`config.mk`:
```
export PLATFORM = sky130hd
export DESIGN_NAME = msb_branch_select
export DESIGN_NICKNAME = d
export VERILOG_FILES = /design/src/core/msb_pkg.sv /design/src/core/msb_branch_select.sv
export VERILOG_INCLUDE_DIRS = /design/src /design/src/core
export SDC_FILE = /design/constraint.sdc
export NUM_CORES = 1
export LEC_CHECK = 0
export BUFFER_PORTS_ARGS = -buffer_cell sky130_fd_sc_hd__buf_2
export CAP_MARGIN = 20
export CORE_ASPECT_RATIO = 0.6
export CORE_MARGIN = 1
export CORE_UTILIZATION = 52
export CTS_BUF_LIST = sky130_fd_sc_hd__clkbuf_4 sky130_fd_sc_hd__clkbuf_8
export CTS_CLUSTER_SIZE = 20
export DETAILED_ROUTE_END_ITERATION = 10
export PLACE_DENSITY = 0.88
export SYNTH_ARGS = -nofsm -noshare
export SYNTH_HDL_FRONTEND = slang
export SYNTH_SLANG_ARGS = --single-unit
```
`constraint.sdc`:
```
create_clock -name clk -period 4.5 [get_ports clk]
set_input_delay 0.675 -clock clk [delete_from_list [all_inputs] [get_ports clk]]
set_output_delay 0.675 -clock clk [all_outputs]
set_load 0.1 [all_outputs]
```
`src/core/msb_consts.svh`:
```
// Constants of the microsequence branch select: field codes and widths.
// Assumes inclusion by msb_pkg and the design module only.
`ifndef MSB_CONSTS_SVH
`define MSB_CONSTS_SVH

// Field widths of the microinstruction parts this block decodes, and width of the K and N counters
`define MSB_TEST_W      3
`define MSB_SPECIAL_W   4
`define MSB_CONST_W     8
`define MSB_COUNT_W     8
`define MSB_BITSEL_W    5

// Primary test codes (alternate set bit clear)
`define MSB_T_HERE_LOWER   3'h0
`define MSB_T_UPPER        3'h1
`define MSB_T_LOWER        3'h2
`define MSB_T_K_ZERO       3'h3
`define MSB_T_N_ZERO       3'h4
`define MSB_T_IRQ          3'h5
`define MSB_T_NEGATIVE     3'h6
`define MSB_T_ZERO         3'h7

// Alternate test codes (alternate set bit set)
`define MSB_A_HERE_LOWER   3'h0
`define MSB_A_Q_LSB        3'h1
`define MSB_A_K_LSB        3'h2
`define MSB_A_OVERFLOW     3'h3
`define MSB_A_WIRED_BIT    3'h4
`define MSB_A_Q_PART_LSB   3'h5
`define MSB_A_CARRY        3'h6
`define MSB_A_PART_ZERO    3'h7

// Special commands handled here
`define MSB_S_REPEAT       4'h2
`define MSB_S_MEM_READ     4'h3

// Reset values
`define MSB_RST_ADDR_BUF   32'h0000_0000
`define MSB_RST_UPPER      1'b1

`endif

```
`src/core/msb_pkg.sv`:
```
// Types of the microsequence branch select.
// Assumes msb_consts.svh is on the include path.
`include "msb_consts.svh"

package msb_pkg;

  // Fields of the current microinstruction that steer the selection
  typedef struct packed {
    logic [`MSB_TEST_W-1:0]    testCode;
    logic                      altTestSet;
    logic [`MSB_SPECIAL_W-1:0] specialCode;
    logic [`MSB_CONST_W-1:0]   constField;
  } msb_uinstr_t;

  // Datapath conditions presented during the current cycle
  typedef struct packed {
    logic aluSign;
    logic aluZero;
    logic aluCarry;
    logic overflow;
    logic qLsb;
    logic qPartnerLsb;
    logic aluPartnerZero;
  } msb_cond_t;

  typedef enum logic [0:0] {
    MSB_RUN  = 1'b0,
    MSB_WAIT = 1'b1
  } msb_state_t;

endpackage

```
`src/core/msb_branch_select.sv`:
```
// Next-microinstruction select of a microprogrammed processor: test field
// decode, repeat command and main-memory read stall with address buffer.
// Assumes one clock, all inputs synchronous, and separate addressing-mode
// logic that supplies the mode pair address each cycle.
//
// Function
// - Test field picks upper or lower half of next pair, with or without test.
// - Micromemory data access: test field feeds address, next sequential upper.
// - Bit 24 clear picks primary test set, set picks alternate set.
// - Alternate set honoured only in return and sequential addressing modes.
// - Code 000 runs lower half of current pair, overriding addressing mode.
// - Unconditional codes pick upper or lower half of next pair.
// - Code 011 picks upper when K was zero at cycle start.
// - Code 100 picks upper when N was zero at cycle start.
// - Code 101 picks upper when any masked-in interrupt is active.
// - Code 110 picks upper when this cycle's ALU result is negative.
// - Code 111 picks lower when this cycle's ALU result is zero.
// - Alternate 001/101 pick lower when Q or partner LSB is one.
// - Alternate 010 picks lower when K least significant bit is set.
// - Alternate 011 picks lower when arithmetic overflow exists.
// - Alternate 100 tests wired bit chosen by constant low five bits.
// - Alternate 110 picks lower when the ALU produced a carry out.
// - Alternate 111 picks lower when secondary ALU result is zero.
// - Repeat: N nonzero reruns current pair and decrements N; else normal.
// - Memory read uses address buffer and stalls until memory resume.
// - Buffer reload issued with a read lands only after the read completes.
`timescale 1ns/100ps
`include "msb_consts.svh"

module msb_branch_select
  import msb_pkg::*;
#(
  parameter int PAIR_W  = 12,
  parameter int IRQ_W   = 16,
  parameter int WIRED_W = 32,
  parameter int ADDR_W  = 32
)(
  input  wire logic                    clk,
  input  wire logic                    rst,
  input  wire logic                    instrValid,
  input  wire msb_uinstr_t             uInstr,
  input  wire logic                    altModeOk,
  input  wire logic                    mmDataAccess,
  input  wire msb_cond_t               cond,
  input  wire logic [`MSB_COUNT_W-1:0] kCount,
  input  wire logic [`MSB_COUNT_W-1:0] nCount,
  input  wire logic [IRQ_W-1:0]        irqActive,
  input  wire logic [IRQ_W-1:0]        irqMask,
  input  wire logic [WIRED_W-1:0]      wiredBits,
  input  wire logic [PAIR_W-1:0]       curPair,
  input  wire logic [PAIR_W-1:0]       seqPair,
  input  wire logic [PAIR_W-1:0]       modePair,
  input  wire logic                    addrBufLoad,
  input  wire logic [ADDR_W-1:0]       addrBufData,
  input  wire logic                    memResume,
  output logic                         fetchValid_q,
  output logic [PAIR_W-1:0]            fetchPair_q,
  output logic                         fetchUpper_q,
  output logic [`MSB_TEST_W-1:0]       mmAddrPart_q,
  output logic                         nDecrement_q,
  output logic                         memReadReq_q,
  output logic [ADDR_W-1:0]            memAddrBuf_q,
  output logic                         stall_q
);

  msb_state_t               state_q;
  msb_state_t               state_d;
  logic                     fetchValid_d;
  logic [PAIR_W-1:0]        fetchPair_d;
  logic                     fetchUpper_d;
  logic [`MSB_TEST_W-1:0]   mmAddrPart_d;
  logic                     nDecrement_d;
  logic                     memReadReq_d;
  logic [ADDR_W-1:0]        memAddrBuf_d;
  logic                     stall_d;
  logic                     pendLoad_q;
  logic                     pendLoad_d;
  logic [ADDR_W-1:0]        pendData_q;
  logic [ADDR_W-1:0]        pendData_d;
  logic [PAIR_W-1:0]        heldPair_q;
  logic [PAIR_W-1:0]        heldPair_d;
  logic                     heldUpper_q;
  logic                     heldUpper_d;
  logic                     heldDec_q;
  logic                     heldDec_d;

  logic                     useAlt;
  logic                     takeUpper;
  logic                     hereLower;
  logic                     irqPending;
  logic                     wiredBit;
  logic                     repeatPair;
  logic                     readCmd;
  logic [PAIR_W-1:0]        selPair;
  logic                     selUpper;

  // Interrupt summary and wired bit selector feed the test decode
  assign irqPending = |(irqActive & irqMask);
  assign wiredBit   = wiredBits[uInstr.constField[`MSB_BITSEL_W-1:0]];
  assign readCmd    = uInstr.specialCode == `MSB_S_MEM_READ;

  // Test field decode; counters are taken as they stood at cycle start
  always_comb
  begin
    useAlt    = uInstr.altTestSet && altModeOk;
    takeUpper = 1'b1;
    hereLower = uInstr.testCode == `MSB_T_HERE_LOWER;
    if (!useAlt)
    begin
      unique case (uInstr.testCode)
        `MSB_T_HERE_LOWER: takeUpper = 1'b0;
        `MSB_T_UPPER:      takeUpper = 1'b1;
        `MSB_T_LOWER:      takeUpper = 1'b0;
        `MSB_T_K_ZERO:     takeUpper = kCount == '0;
        `MSB_T_N_ZERO:     takeUpper = nCount == '0;
        `MSB_T_IRQ:        takeUpper = irqPending;
        `MSB_T_NEGATIVE:   takeUpper = cond.aluSign;
        `MSB_T_ZERO:       takeUpper = !cond.aluZero;
      endcase
    end
    else
    begin
      unique case (uInstr.testCode)
        `MSB_A_HERE_LOWER: takeUpper = 1'b0;
        `MSB_A_Q_LSB:      takeUpper = !cond.qLsb;
        `MSB_A_K_LSB:      takeUpper = !kCount[0];
        `MSB_A_OVERFLOW:   takeUpper = !cond.overflow;
        `MSB_A_WIRED_BIT:  takeUpper = wiredBit;
        `MSB_A_Q_PART_LSB: takeUpper = !cond.qPartnerLsb;
        `MSB_A_CARRY:      takeUpper = !cond.aluCarry;
        `MSB_A_PART_ZERO:  takeUpper = !cond.aluPartnerZero;
      endcase
    end
  end

  // Pair selection; micromemory access outranks every test code
  always_comb
  begin
    repeatPair = uInstr.specialCode == `MSB_S_REPEAT && nCount != '0;
    if (mmDataAccess)
    begin
      selPair  = seqPair;
      selUpper = 1'b1;
    end
    else if (hereLower)
    begin
      selPair  = curPair;
      selUpper = 1'b0;
    end
    else if (repeatPair)
    begin
      selPair  = curPair;
      selUpper = takeUpper;
    end
    else
    begin
      selPair  = modePair;
      selUpper = takeUpper;
    end
  end

  // Sequencer next state: issue, stall on read, release on resume
  always_comb
  begin
    state_d      = state_q;
    fetchValid_d = 1'b0;
    fetchPair_d  = fetchPair_q;
    fetchUpper_d = fetchUpper_q;
    mmAddrPart_d = mmAddrPart_q;
    nDecrement_d = 1'b0;
    memReadReq_d = memReadReq_q;
    memAddrBuf_d = memAddrBuf_q;
    stall_d      = stall_q;
    pendLoad_d   = pendLoad_q;
    pendData_d   = pendData_q;
    heldPair_d   = heldPair_q;
    heldUpper_d  = heldUpper_q;
    heldDec_d    = heldDec_q;
    unique case (state_q)
      MSB_RUN:
      begin
        if (instrValid && readCmd && !mmDataAccess)
        begin
          // Decision is taken now, while its conditions are current
          state_d      = MSB_WAIT;
          memReadReq_d = 1'b1;
          stall_d      = 1'b1;
          heldPair_d   = selPair;
          heldUpper_d  = selUpper;
          heldDec_d    = repeatPair;
          pendLoad_d   = addrBufLoad;
          pendData_d   = addrBufData;
        end
        else if (instrValid)
        begin
          fetchValid_d = 1'b1;
          fetchPair_d  = selPair;
          fetchUpper_d = selUpper;
          nDecrement_d = repeatPair;
          if (mmDataAccess)
          begin
            mmAddrPart_d = uInstr.testCode;
          end
          if (addrBufLoad)
          begin
            memAddrBuf_d = addrBufData;
          end
        end
      end
      MSB_WAIT:
      begin
        // New instructions are ignored until memory answers
        if (memResume)
        begin
          state_d      = MSB_RUN;
          memReadReq_d = 1'b0;
          stall_d      = 1'b0;
          fetchValid_d = 1'b1;
          fetchPair_d  = heldPair_q;
          fetchUpper_d = heldUpper_q;
          nDecrement_d = heldDec_q;
          pendLoad_d   = 1'b0;
          if (pendLoad_q)
          begin
            memAddrBuf_d = pendData_q;
          end
        end
      end
    endcase
  end

  // Sequencer state and read handshake levels
  always_ff @(posedge clk or posedge rst)
  begin
    if (rst)
    begin
      state_q      <= MSB_RUN;
      memReadReq_q <= 1'b0;
      stall_q      <= 1'b0;
    end
    else
    begin
      state_q      <= state_d;
      memReadReq_q <= memReadReq_d;
      stall_q      <= stall_d;
    end
  end

  // Decision and reload kept across a read, so late condition changes cannot leak in
  always_ff @(posedge clk or posedge rst)
  begin
    if (rst)
    begin
      pendLoad_q   <= 1'b0;
      pendData_q   <= '0;
      heldPair_q   <= '0;
      heldUpper_q  <= `MSB_RST_UPPER;
      heldDec_q    <= 1'b0;
    end
    else
    begin
      pendLoad_q   <= pendLoad_d;
      pendData_q   <= pendData_d;
      heldPair_q   <= heldPair_d;
      heldUpper_q  <= heldUpper_d;
      heldDec_q    <= heldDec_d;
    end
  end

  // Fetch outputs; every one is a flop so the control store sees clean timing
  always_ff @(posedge clk or posedge rst)
  begin
    if (rst)
    begin
      fetchValid_q <= 1'b0;
      fetchPair_q  <= '0;
      fetchUpper_q <= `MSB_RST_UPPER;
      mmAddrPart_q <= '0;
      nDecrement_q <= 1'b0;
    end
    else
    begin
      fetchValid_q <= fetchValid_d;
      fetchPair_q  <= fetchPair_d;
      fetchUpper_q <= fetchUpper_d;
      mmAddrPart_q <= mmAddrPart_d;
      nDecrement_q <= nDecrement_d;
    end
  end

  // Address buffer; a reload paired with a read waits for the read to finish
  always_ff @(posedge clk or posedge rst)
  begin
    if (rst)
    begin
      memAddrBuf_q <= ADDR_W'(`MSB_RST_ADDR_BUF);
    end
    else
    begin
      memAddrBuf_q <= memAddrBuf_d;
    end
  end

endmodule

```
## After elaboration in Yosys (flattened, before gate mapping)

Cells that the tools add are included.

- Bits in registers: 99
- Input bits: 178
- Output and inout port bits: 52
- Word-level logic and storage cells: 94

- Order comparisons: 1
- Equal/unequal tests: 15
- Mux-type cells: 40
- Bitwise operators: 3
- Reductions and logical operators: 22

Operator list:

| cell | number |
|---|---|
| $mux 32 | 5 |
| $mux 12 | 6 |
| $pmux 32 s2 | 1 |
| $pmux 12 s2 | 1 |
| $mux 1 | 18 |
| $and 16x16->16 | 1 |
| $logic_not 8->1 | 2 |
| $reduce_or 16->1 | 1 |
| $pmux 1 s7 | 2 |
| $eq 3x3->1 const B | 4 |
| $pmux 1 s2 | 6 |
| $ne 2x2->1 const B | 5 |
| $eq 4x2->1 const B | 2 |
| $logic_not 1->1 | 8 |
| $reduce_bool 8->1 | 1 |
| $eq 3x2->1 const B | 2 |
| $lt 5x6->1 const B | 1 |
| $bmux 1 s5 | 1 |
| $reduce_and 5->1 | 1 |
| $logic_and 1x1->1 | 4 |
| $reduce_and 2->1 | 2 |
| $reduce_and 4->1 | 1 |
| $eq 3x1->1 const B | 1 |
| $logic_not 3->1 | 1 |
| 3 further kinds | 4 |

## Depth between registers and ports, before layout

Gate-level depths: netlist of the first run.

- Depth after elaboration: 9
- Depth in mapped cells: 7
- Depth with buffers taken out: 6

## Least setup slack after synthesis of the first run

OpenSTA, ideal clock, no wires.

- Kind: input port to flip-flop
- From: in nCount[1]
- To: reg heldPair_q[11]
- Setup time: 0.125 ns
- Data arrival time: 2.085 ns
- Data required time: 4.375 ns
- Path slack: 2.291 ns
- Stages: 6
- Buffers on the path: 1
- Cell sequence: or4_1 > o21a_1 > buf_6 > o21ai_0 > a31oi_1 > mux2_2

- Cells in the longest elaborated chain, start to end: 5

Ends and longest elaborated chain:

| element | RTL line | RTL |
|---|---|---|
| from (decl) | msb_branch_select.sv:46 | `` input wire logic [`MSB_COUNT_W-1:0] nCount, `` |
| $reduce_bool 8->1 | msb_branch_select.sv:139 | `` repeatPair = uInstr.specialCode == `MSB_S_REPEAT && nCount != '0; `` |
| $logic_and 1x1->1 | msb_branch_select.sv:139 |  |
| $mux 12 | msb_branch_select.sv:150 | `else if (repeatPair)` |
| $mux 12 | msb_branch_select.sv:145 | `else if (hereLower)` |
| $mux 12 | msb_branch_select.sv:140 | `if (mmDataAccess)` |
| to (signal assigned) | msb_branch_select.sv:264 | `heldPair_q <= heldPair_d;` |
| to (decl) | msb_branch_select.sv:80 | `logic [PAIR_W-1:0] heldPair_q;` |

Every way passes these cells.
A chain may end at the register's enable or synchronous reset.

## Final worst setup path of the first run

- From: in mmDataAccess
- To: reg memAddrBuf_q[9]

- Cells in the longest elaborated chain, start to end: 4

Ends and longest elaborated chain:

| element | RTL line | RTL |
|---|---|---|
| from (decl) | msb_branch_select.sv:43 | `input wire logic mmDataAccess,` |
| $logic_not 1->1 | msb_branch_select.sv:182 | `if (instrValid && readCmd && !mmDataAccess)` |
| $logic_and 1x1->1 | msb_branch_select.sv:182 |  |
| $ne 2x2->1 (no line) | -- |  |
| $reduce_and 5->1 (no line) | -- |  |
| to (signal assigned) | msb_branch_select.sv:296 | `` memAddrBuf_q <= ADDR_W'(`MSB_RST_ADDR_BUF); `` |
| to (signal assigned) | msb_branch_select.sv:300 | `memAddrBuf_q <= memAddrBuf_d;` |
| to (decl) | msb_branch_select.sv:62 | `output logic [ADDR_W-1:0] memAddrBuf_q,` |

Every way passes these cells.

==> results of run 1 <==
-- layer usage --
layer,up-vias,track usage (%),part of all wire (%)
met1,2205,36.69,42
met5,-,0,0
li1,2092,-,-
met4,0,7.059,1.0
met3,15,7.793,7.7
met2,196,49.57,50
-- where the power goes --
part / switching, mW / internal (mW)
sequential: 0.0865 / 1.05
combinational: 0.763 / 0.245
clock: 0.308 / 0.222
total: 1.16 / 1.51
-- flip-flops by register name, summed over array words and instances (netlist names), 3 cells and up --
signal        cells
fetchPair_q      12
mmAddrPart_q      3
heldPair_q       12
memAddrBuf_q     32
pendData_q       32
-- per-stage QoR --
stage               std cells  power [mW]  instance area (sq um)  setup WS [ns]
finish                    808       2.670                   6355          1.647
floorplan                 462       1.916                   4979          1.238
global route              808       2.792                   6355          1.384
global placement          792       2.115                   6165          1.472
CTS                       808       2.689                   6355          1.652
detailed placement        792       2.158                   6165          1.287
-- cell families after synthesis --
logic type,synth area share (%)
muxes,22.27
AOI/OAI and AO/OA,11.31
buffers and inverters,4.046
DFF,49.81
and+or+nand+nor,12.57
-- layout make-up --
cell class	count	area, sq um	share of cell area [%]
inverter	10	40.04	0.6300
multi-input combinational	321	2305	36.27
timing repair buffer	232	1176	18.51
clock inverter	6	52.55	0.8269
sequential	99	2481	39.04
tap	130	162.7	2.560
clock buffer	10	137.6	2.166
-- cells in the final DEF, fill, tap and decap left out, types with 2 or more instances in the layout --
cell type | netlist | routed
o21ai_0 | 10 | 10
nor4_1 | 2 | 2
a221oi_1 | 4 | 4
a221o_1 | 2 | 2
clkinv_2 | 0 | 2
inv_1 | 9 | 8
buf_4 | 1 | 6
nor2_1 | 50 | 49
mux2_2 | 46 | 46
a21oi_1 | 38 | 38
nor2_4 | 1 | 2
clkbuf_8 | 0 | 10
a22o_1 | 5 | 5
clkinv_4 | 0 | 3
nand2_1 | 29 | 29
nor3_1 | 2 | 2
dfstp_2 | 2 | 2
o21ai_1 | 8 | 8
nor2b_1 | 2 | 2
a31oi_1 | 13 | 13
dfrtp_1 | 97 | 96
or3_1 | 3 | 3
mux2i_1 | 41 | 41
nand2b_1 | 2 | 2
mux4_1 | 6 | 6
nand3_1 | 39 | 39
buf_2 | 14 | 226
-- worst paths after layout --
check | start | endpoint | slack, ns | cells after the start
worst max-delay path | mmDataAccess | memAddrBuf_q[9] | 1.65 | 9
worst min-delay path | rst | pendData_q[17] | 0.41 | 2
worst max register to register | state_q | memAddrBuf_q[9] | 1.97 | 6
worst min register to register | fetchPair_q[3] | fetchPair_q[3] | 0.48 | 2
max in group asynchronous | rst | heldPair_q[8] | 3.07 | 3
min in group clk | fetchPair_q[3] | fetchPair_q[3] | 0.48 | 2
-- worst max-delay path, stage by stage --
cell	delay (ns)
buf_2	0.09
clkinv_1	0.56
a311oi_2	0.38
buf_4	0.25
a21oi_2	0.18
nor2_4	0.18
buf_4	0.51
nor2_1	0.09
a21oi_1	0.19
==> impl_metrics.csv, run 1 <==
group,metric,value,unit
cts,htreeDepth,3,
layout,drive_above_1_share,45.13,%
global_route,grt_overflow,0,
timing,finalSetupViolCount,0,
cts,cts_setup_buffers,0,
cts,clk_latency,0.36,ns
die,fp.dieH,77.79,microns
layout,diodes,0,
yosys,synth_cell_type_count,45,
yosys,avgSynthCellArea,10.78,sq um
cts,clock-sinks,99,
cts,cts_root_buf,"clkbuf_8",
pwr,power_density,420.2,mW/mm^2
die,die_x,128.3,microns
yosys,synth-edff-count,0,
global_route,track_usage,28.99,%
timing,whs,0.4074,ns
yosys,ys_seq_area_share,49.81,%
yosys,synth-seq-cells,99,
cts,cts_buffers,9,
timing,hold_viol,0,
global_route,grt_max_degree,65,
timing,fin_tns_setup,0,ns
die,start_util,53.98,%
layout,nets,851,
timing,slew_violations,0,
timing,period_share,63.40,%
cts,cts.clk_slew.worst_paths,0.10,ns
drt,drt-initial-drc-count,256,
drt,first_pass_iters,5,
critical_path,path_class,"input port to register",
drt,drcViolationCount,0,
timing,rsz0062_at_grt,"no",
yosys,yosys-top-cells-area,"dfrtp_1 49%, mux2_2 10%, mux2i_1 8.2%, nand3_1 3.9%, a21oi_1 3.8%",
timing,fin_crit,2.853,ns
yosys,synthArstFlopShare,100.0,%
timing,slew_headroom,40.50,%
global_route,grt_pass1_vias,4428,
drt,via_per_inst,5.579,
yosys,yosysWarnings,0,
yosys,synth_top_area_cell,"dfrtp_1",
run_status,status,"finished clean",
layout,final_core_util,68.91,%
yosys,synth_nets,640,
place,dp.final_hpwl,10640,microns
drt,drtAntennaViolNets,0,
cts,cts.repair.resized,0,
critical_path,crit_path_end_kind,"register",
die,io_pins,230,
place,place_congestion,0.8950,
yosys,syn_area,0.004979,sq mm
cts,holdBufCountCts,0,
pwr,vdd_drop_max,0.3125,mV
timing,tightest_slew,0.8925,ns
yosys,synth_top_cells_by_count,"97 x dfrtp_1, 50 x nor2_1, 46 x mux2_2, 41 x mux2i_1, 39 x nand3_1",
timing,finClkSkew,0.008700,ns
global_route,grt_antenna_before_repair,0,
timing,fmax,350.5,MHz
drt,wl,13870,microns
critical_path,start_kind,"input port",
pwr,leakagePower,3.057,nW
die,die_area,0.009982,sq mm
critical_path,path_max_fanout,64,
yosys,yosysTopAreaCellShare,48.76,%
job,drv_cap,0,
layout,syn_to_final_growth,27.65,%
die,rows,27,
cts,cts_tree,"done",
die,fp.coreArea,0.009223,sq mm
yosys,synthCells,462,
critical_path,cp.arrival,3.13,ns
worst_hold_path,hold_class,"input port to asynchronous set/reset pin",
critical_path,worstPathRequired,4.77,ns
layout,fill_cells,715,
yosys,yosysMostFrequentCell,"dfrtp_1",
place,port_buffers,226,
yosys,synth_flop_cell,"dfrtp_1",
drt,wire_per_inst,17.17,microns
cts,cts_buffer_depth,2,
global_route,grt_pass1_wl,22150,microns
drt,via_count,4508,
Note: power is estimated with default switching activity, not from simulation.
==> inputs of run 2 (changes only) <==
CORE_UTILIZATION = 49   (was 52)
PLACE_DENSITY = 0.83   (was 0.88)
clock period = 2.8 ns   (was 4.5 ns; I/O delays follow)
==> impl_metrics.csv, run 2 (same netlist as run 1, synthesis figures left out) <==
group,metric,value,unit
layout,syn_to_final_growth,29.20,%
timing,finalSetupViolCount,0,
layout,stdcell_count,817,
cts,clock-sinks,99,
critical_path,crit_path_end_kind,"register",
drt,via_per_inst,5.520,
drt,drtAntennaViolNets,0,
critical_path,start_kind,"register",
global_route,grt_pass1_vias,4521,
place,place_congestion,0.8466,
layout,layout_commonest_cell,"buf_2",
die,start_util,50.39,%
die,rows,28,
place,port_buffers,226,
timing,period_share,77.95,%
critical_path,worstPathRequired,3.08,ns
timing,fin_tns_setup,0,ns
layout,drive_above_1_share,45.45,%
drt,first_pass_iters,4,
cts,htreeDepth,3,
timing,slew_violations,0,
die,die_area,0.01058,sq mm
timing,hold_viol,0,
job,drv_cap,0,
global_route,grt_antenna_before_repair,0,
timing,rsz0062_at_grt,"no",
cts,holdBufCountCts,0,
layout,final_cell_mix,"226 x buf_2, 96 x dfrtp_1, 49 x nor2_1",
global_route,grt_pass1_wl,21820,microns
timing,fin_crit,2.183,ns
cts,cts_buffers,9,
drt,wl,13370,microns
drt,drcViolationCount,0,
pwr,leakagePower,3.080,nW
global_route,grt_max_degree,65,
pwr,vdd_drop_max,0.5809,mV
critical_path,path_class,"register to register",
run_status,status,"finished clean",
global_route,track_usage,26.35,%
timing,tightest_slew,1.117,ns
place,placedCellCount,801,
die,die_x,132.1,microns
timing,fmax,458.1,MHz
cts,cts_buffer_depth,2,
critical_path,path_max_fanout,64,
cts,cts_tree,"done",
cts,cts_setup_buffers,0,
cts,cts.clk_slew.worst_paths,0.10,ns
place,dp.final_hpwl,10150,microns
drt,drt-initial-drc-count,222,
cts,cts_root_buf,"clkbuf_8",
die,fp.dieH,80.08,microns
cts,cts.repair.resized,0,
timing,finClkSkew,0.006437,ns
die,io_pins,230,
die,fp.coreArea,0.009879,sq mm
worst_hold_path,hold_class,"input port to asynchronous set/reset pin",
drt,wire_per_inst,16.36,microns
critical_path,cp.arrival,2.47,ns
drt,via_count,4510,
layout,diodes,0,
layout,nets,855,
pwr,power_density,679.5,mW/mm^2
timing,slew_headroom,25.53,%
global_route,grt_overflow,0,
cts,clk_latency,0.36,ns
layout,largestRegisters,"memAddrBuf_q x32, pendData_q x32",
-- run 2: changes by cell type in the layout (fill, tap and decap cells not counted), sizes merged --
| cell | delta |
|---|---|
| inv | +1 |
| buf | +4 |
| bufinv | +1 |
| clkinvlp | +3 |
| clkinv | -5 |
-- run 2: power by group --
group	switching, mW	internal, mW	leakage (nW)	total (mW)
registers	0.134	1.68	1.19	1.81
logic	1.21	0.401	1.79	1.62
clock network	0.506	0.434	0.0984	0.940
total	1.86	2.52	3.08	4.37
-- run 2: layer usage --
metal	part of all wire, %	GRT usage (%)
met1	44	33.18
met2	48	44.97
met3	6.2	6.944
met4	1.7	7.907
met5	0	0
-- run 2: cell type report --
cell class / instances / area, sq um
clock buffers: 10 / 131.4
clock inverters: 6 / 73.82
fillers: 802 / 3447
inverters: 10 / 41.29
multi-input cells: 321 / 2305
flip-flops and latches: 99 / 2481
well taps: 135 / 168.9
repair buffers: 236 / 1231
-- run 2: final timing paths --
kind / from / endpoint / slack (ns) / cells after the start
max: state_q / memAddrBuf_q[23] / 0.62 / 6
min: rst / fetchPair_q[1] / 0.18 / 2
max reg2reg: state_q / memAddrBuf_q[23] / 0.62 / 6
min reg2reg: fetchPair_q[11] / fetchPair_q[11] / 0.48 / 2
max in group asynchronous: rst / pendData_q[31] / 1.89 / 3
min in group clk: addrBufData[18] / pendData_q[18] / 0.29 / 2
-- run 2: worst max-delay path: stages, from the launching register on --
cell	delay [ns]
dfrtp_2	0.41
a311oi_2	0.89
a21oi_2	0.11
nor2_4	0.17
buf_12	0.27
nor2_1	0.09
a21oi_1	0.15
-- run 2: metrics by stage --
| stage | worst slack (ns) | util, % | cell area, sq um | power, mW | hold WS (ns) |
|---|---|---|---|---|---|
| finish | 0.6173 | 65.11 | 6432 | 4.371 | 0.1828 |
| detailed placement | 0.3059 | 63.03 | 6227 | 3.462 | 0.4660 |
| floorplan | 0.8458 | - | 4982 | 3.080 | 0.4562 |
| global placement | 0.4564 | 63.03 | 6227 | 3.401 | 0.4614 |
| CTS | 0.6606 | 65.11 | 6432 | 4.401 | 0.1976 |
| global route | 0.4985 | 65.11 | 6432 | 4.570 | 0.2376 |
==> inputs of run 3 (changes only) <==
CORE_UTILIZATION = 44   (was 49)
PLACE_DENSITY = 0.79   (was 0.83)
clock period = 2 ns   (was 2.8 ns; I/O delays follow)
==> impl_metrics.csv, run 3 (same netlist as run 1, synthesis figures left out) <==
group,metric,value,unit
critical_path,r2r_end,"memAddrBuf_q[9]",
cts,cts.repair.resized,0,
pwr,p_seq_share,41.8,%
timing,fmax,567.6,MHz
timing,hold_viol,0,
critical_path,path_max_fanout,11,
cts,cts_root_buf,"clkbuf_8",
layout,syn_to_final_growth,30.69,%
pwr,intPower,3.459,mW
place,port_buffers,226,
drt,via_per_inst,5.348,
cts,cts.clk_slew.worst_paths,0.10,ns
timing,fin_crit,1.762,ns
cts,holdBufCountCts,0,
worst_hold_path,hold_class,"input port to asynchronous set/reset pin",
timing,period_share,88.09,%
timing,slew_violations,0,
drt,drcViolationCount,0,
layout,drive_above_1_share,46.01,%
global_route,grt_max_degree,100,
critical_path,start_kind,"input port",
cts,cts_tree,"done",
die,fp.coreArea,0.01078,sq mm
cts,cts_setup_buffers,0,
die,start_util,46.20,%
place,dp.final_hpwl,10050,microns
pwr,p_sw,2.606,mW
timing,whs,0.06316,ns
drt,drtAntennaViolNets,0,
layout,stdcell_count,828,
layout,fill_cells,912,
place,placedCellCount,812,
global_route,grt_overflow,0,
timing,tightest_slew,0.5283,ns
timing,fin_tns_setup,0,ns
drt,wire_per_inst,15.83,microns
cts,clock-sinks,99,
timing,slew_headroom,64.78,%
critical_path,crit_path_end_kind,"register",
place,place_congestion,0.8727,
job,drv_cap,0,
critical_path,r2r-start,"state_q",
drt,drt-initial-drc-count,223,
pwr,power_density,932.2,mW/mm^2
pwr,switching_share,42.97,%
critical_path,path_class,"input port to register",
layout,layout_commonest_cell,"buf_2",
timing,finClkSkew,0.007392,ns
layout,final_cell_mix,"226 x buf_2, 96 x dfrtp_1, 49 x nor2_1",
pwr,p_comb_share,37.4,%
die,rows,29,
die,die_area,0.01176,sq mm
critical_path,rrSetupSlack,0.38,ns
drt,wl,13110,microns
timing,finalSetupViolCount,0,
critical_path,worstPathRequired,2.30,ns
global_route,grt_pass1_vias,4465,
timing,rsz0062_at_grt,"no",
drt,first_pass_iters,5,
layout,largestRegisters,"memAddrBuf_q x32, pendData_q x32",
run_status,status,"finished clean",
die,fp.dieH,84.40,microns
layout,nets,862,
layout,final_core_util,60.37,%
cts,htreeDepth,3,
pwr,leakagePower,3.119,nW
cts,clk_latency,0.36,ns
die,io_pins,230,
pwr,vdd_drop_max,0.4777,mV
pwr,power.share.clock,20.8,%
cts,cts_buffers,9,
drt,via_count,4428,
die,die_x,139.3,microns
global_route,grt_antenna_before_repair,0,
critical_path,r2r_cells,6,
global_route,grt_pass1_wl,21560,microns
global_route,track_usage,23.42,%
layout,diodes,0,
critical_path,cp.arrival,2.06,ns
cts,cts_buffer_depth,2,
-- run 3: changes by cell type in the layout (fill, tap and decap cells not counted) --
cell and delta:
bufinv_16 -1, clkbuf_8 +2, buf_12 +2, clkinvlp_4 -1, clkbuf_4 -1, clkinv_4 +1, buf_4 +5
-- run 3: final cells by class --
| cell class | instances | area, sq um | share of cell area [%] |
|---|---|---|---|
| Sequential cell | 99 | 2481 | 38.13 |
| Timing Repair Buffer | 243 | 1309 | 20.12 |
| Multi-Input combinational cell | 321 | 2305 | 35.42 |
| Inverter | 10 | 41.29 | 0.6346 |
| Tap cell | 139 | 173.9 | 2.673 |
| Clock inverter | 5 | 45.04 | 0.6923 |
| Clock buffer | 11 | 151.4 | 2.327 |
-- run 3: worst max-delay path by stage --
stage / to / start / cells past startpoint / slack [ns]
2_1_floorplan: heldPair_q[11] / nCount[1] / 6 / 0.17
3_3_place_gp: heldPair_q[2] / nCount[1] / 8 / -0.04
3_5_place_dp: heldPair_q[2] / nCount[1] / 8 / -0.11
4_1_cts: heldPair_q[2] / nCount[1] / 8 / 0.28
5_1_grt: heldPair_q[2] / uInstr[8] / 6 / 0.12
6_report: heldPair_q[2] / nCount[1] / 8 / 0.24
-- run 3: power groups by stage --
stage / Clock (mW) / Sequential, mW / Combinational (mW)
4_1_cts: 1.31 / 2.54 / 2.28
2_1_floorplan: 0 / 3.70 / 0.609
3_3_place_gp: 0 / 2.55 / 2.23
6_report: 1.26 / 2.53 / 2.27
5_1_grt: 1.38 / 2.58 / 2.39
3_5_place_dp: 0 / 2.57 / 2.28
-- run 3: per-stage QoR --
step                total power [mW]  setup WS [ns]  area (sq um)
floorplan                      4.312         0.1658          4982
global placement               4.775       -0.04423          6310
detailed placement             4.855        -0.1062          6310
CTS                            6.129         0.2797          6506
global route                   6.345         0.1204          6506
finish                         6.065         0.2381          6506
-- run 3: routing by layer --
| metal | GRT usage (%) | wire length (microns) | vias to the layer above |
|---|---|---|---|
| met5 | 0 | 0 | - |
| met4 | 5.152 | 123 | 0 |
| met3 | 5.762 | 828 | 19 |
| met2 | 40.29 | 6437 | 161 |
| met1 | 30.08 | 5718 | 2132 |
| li1 | - | - | 2116 |
-- run 3: critical path: stages --
cell and delay (ns):
buf_2 0.09, or4_1 0.54, buf_4 0.16, o21ai_1 0.15, buf_4 0.21, nand3_1 0.10
a31oi_1 0.29, mux2_2 0.21
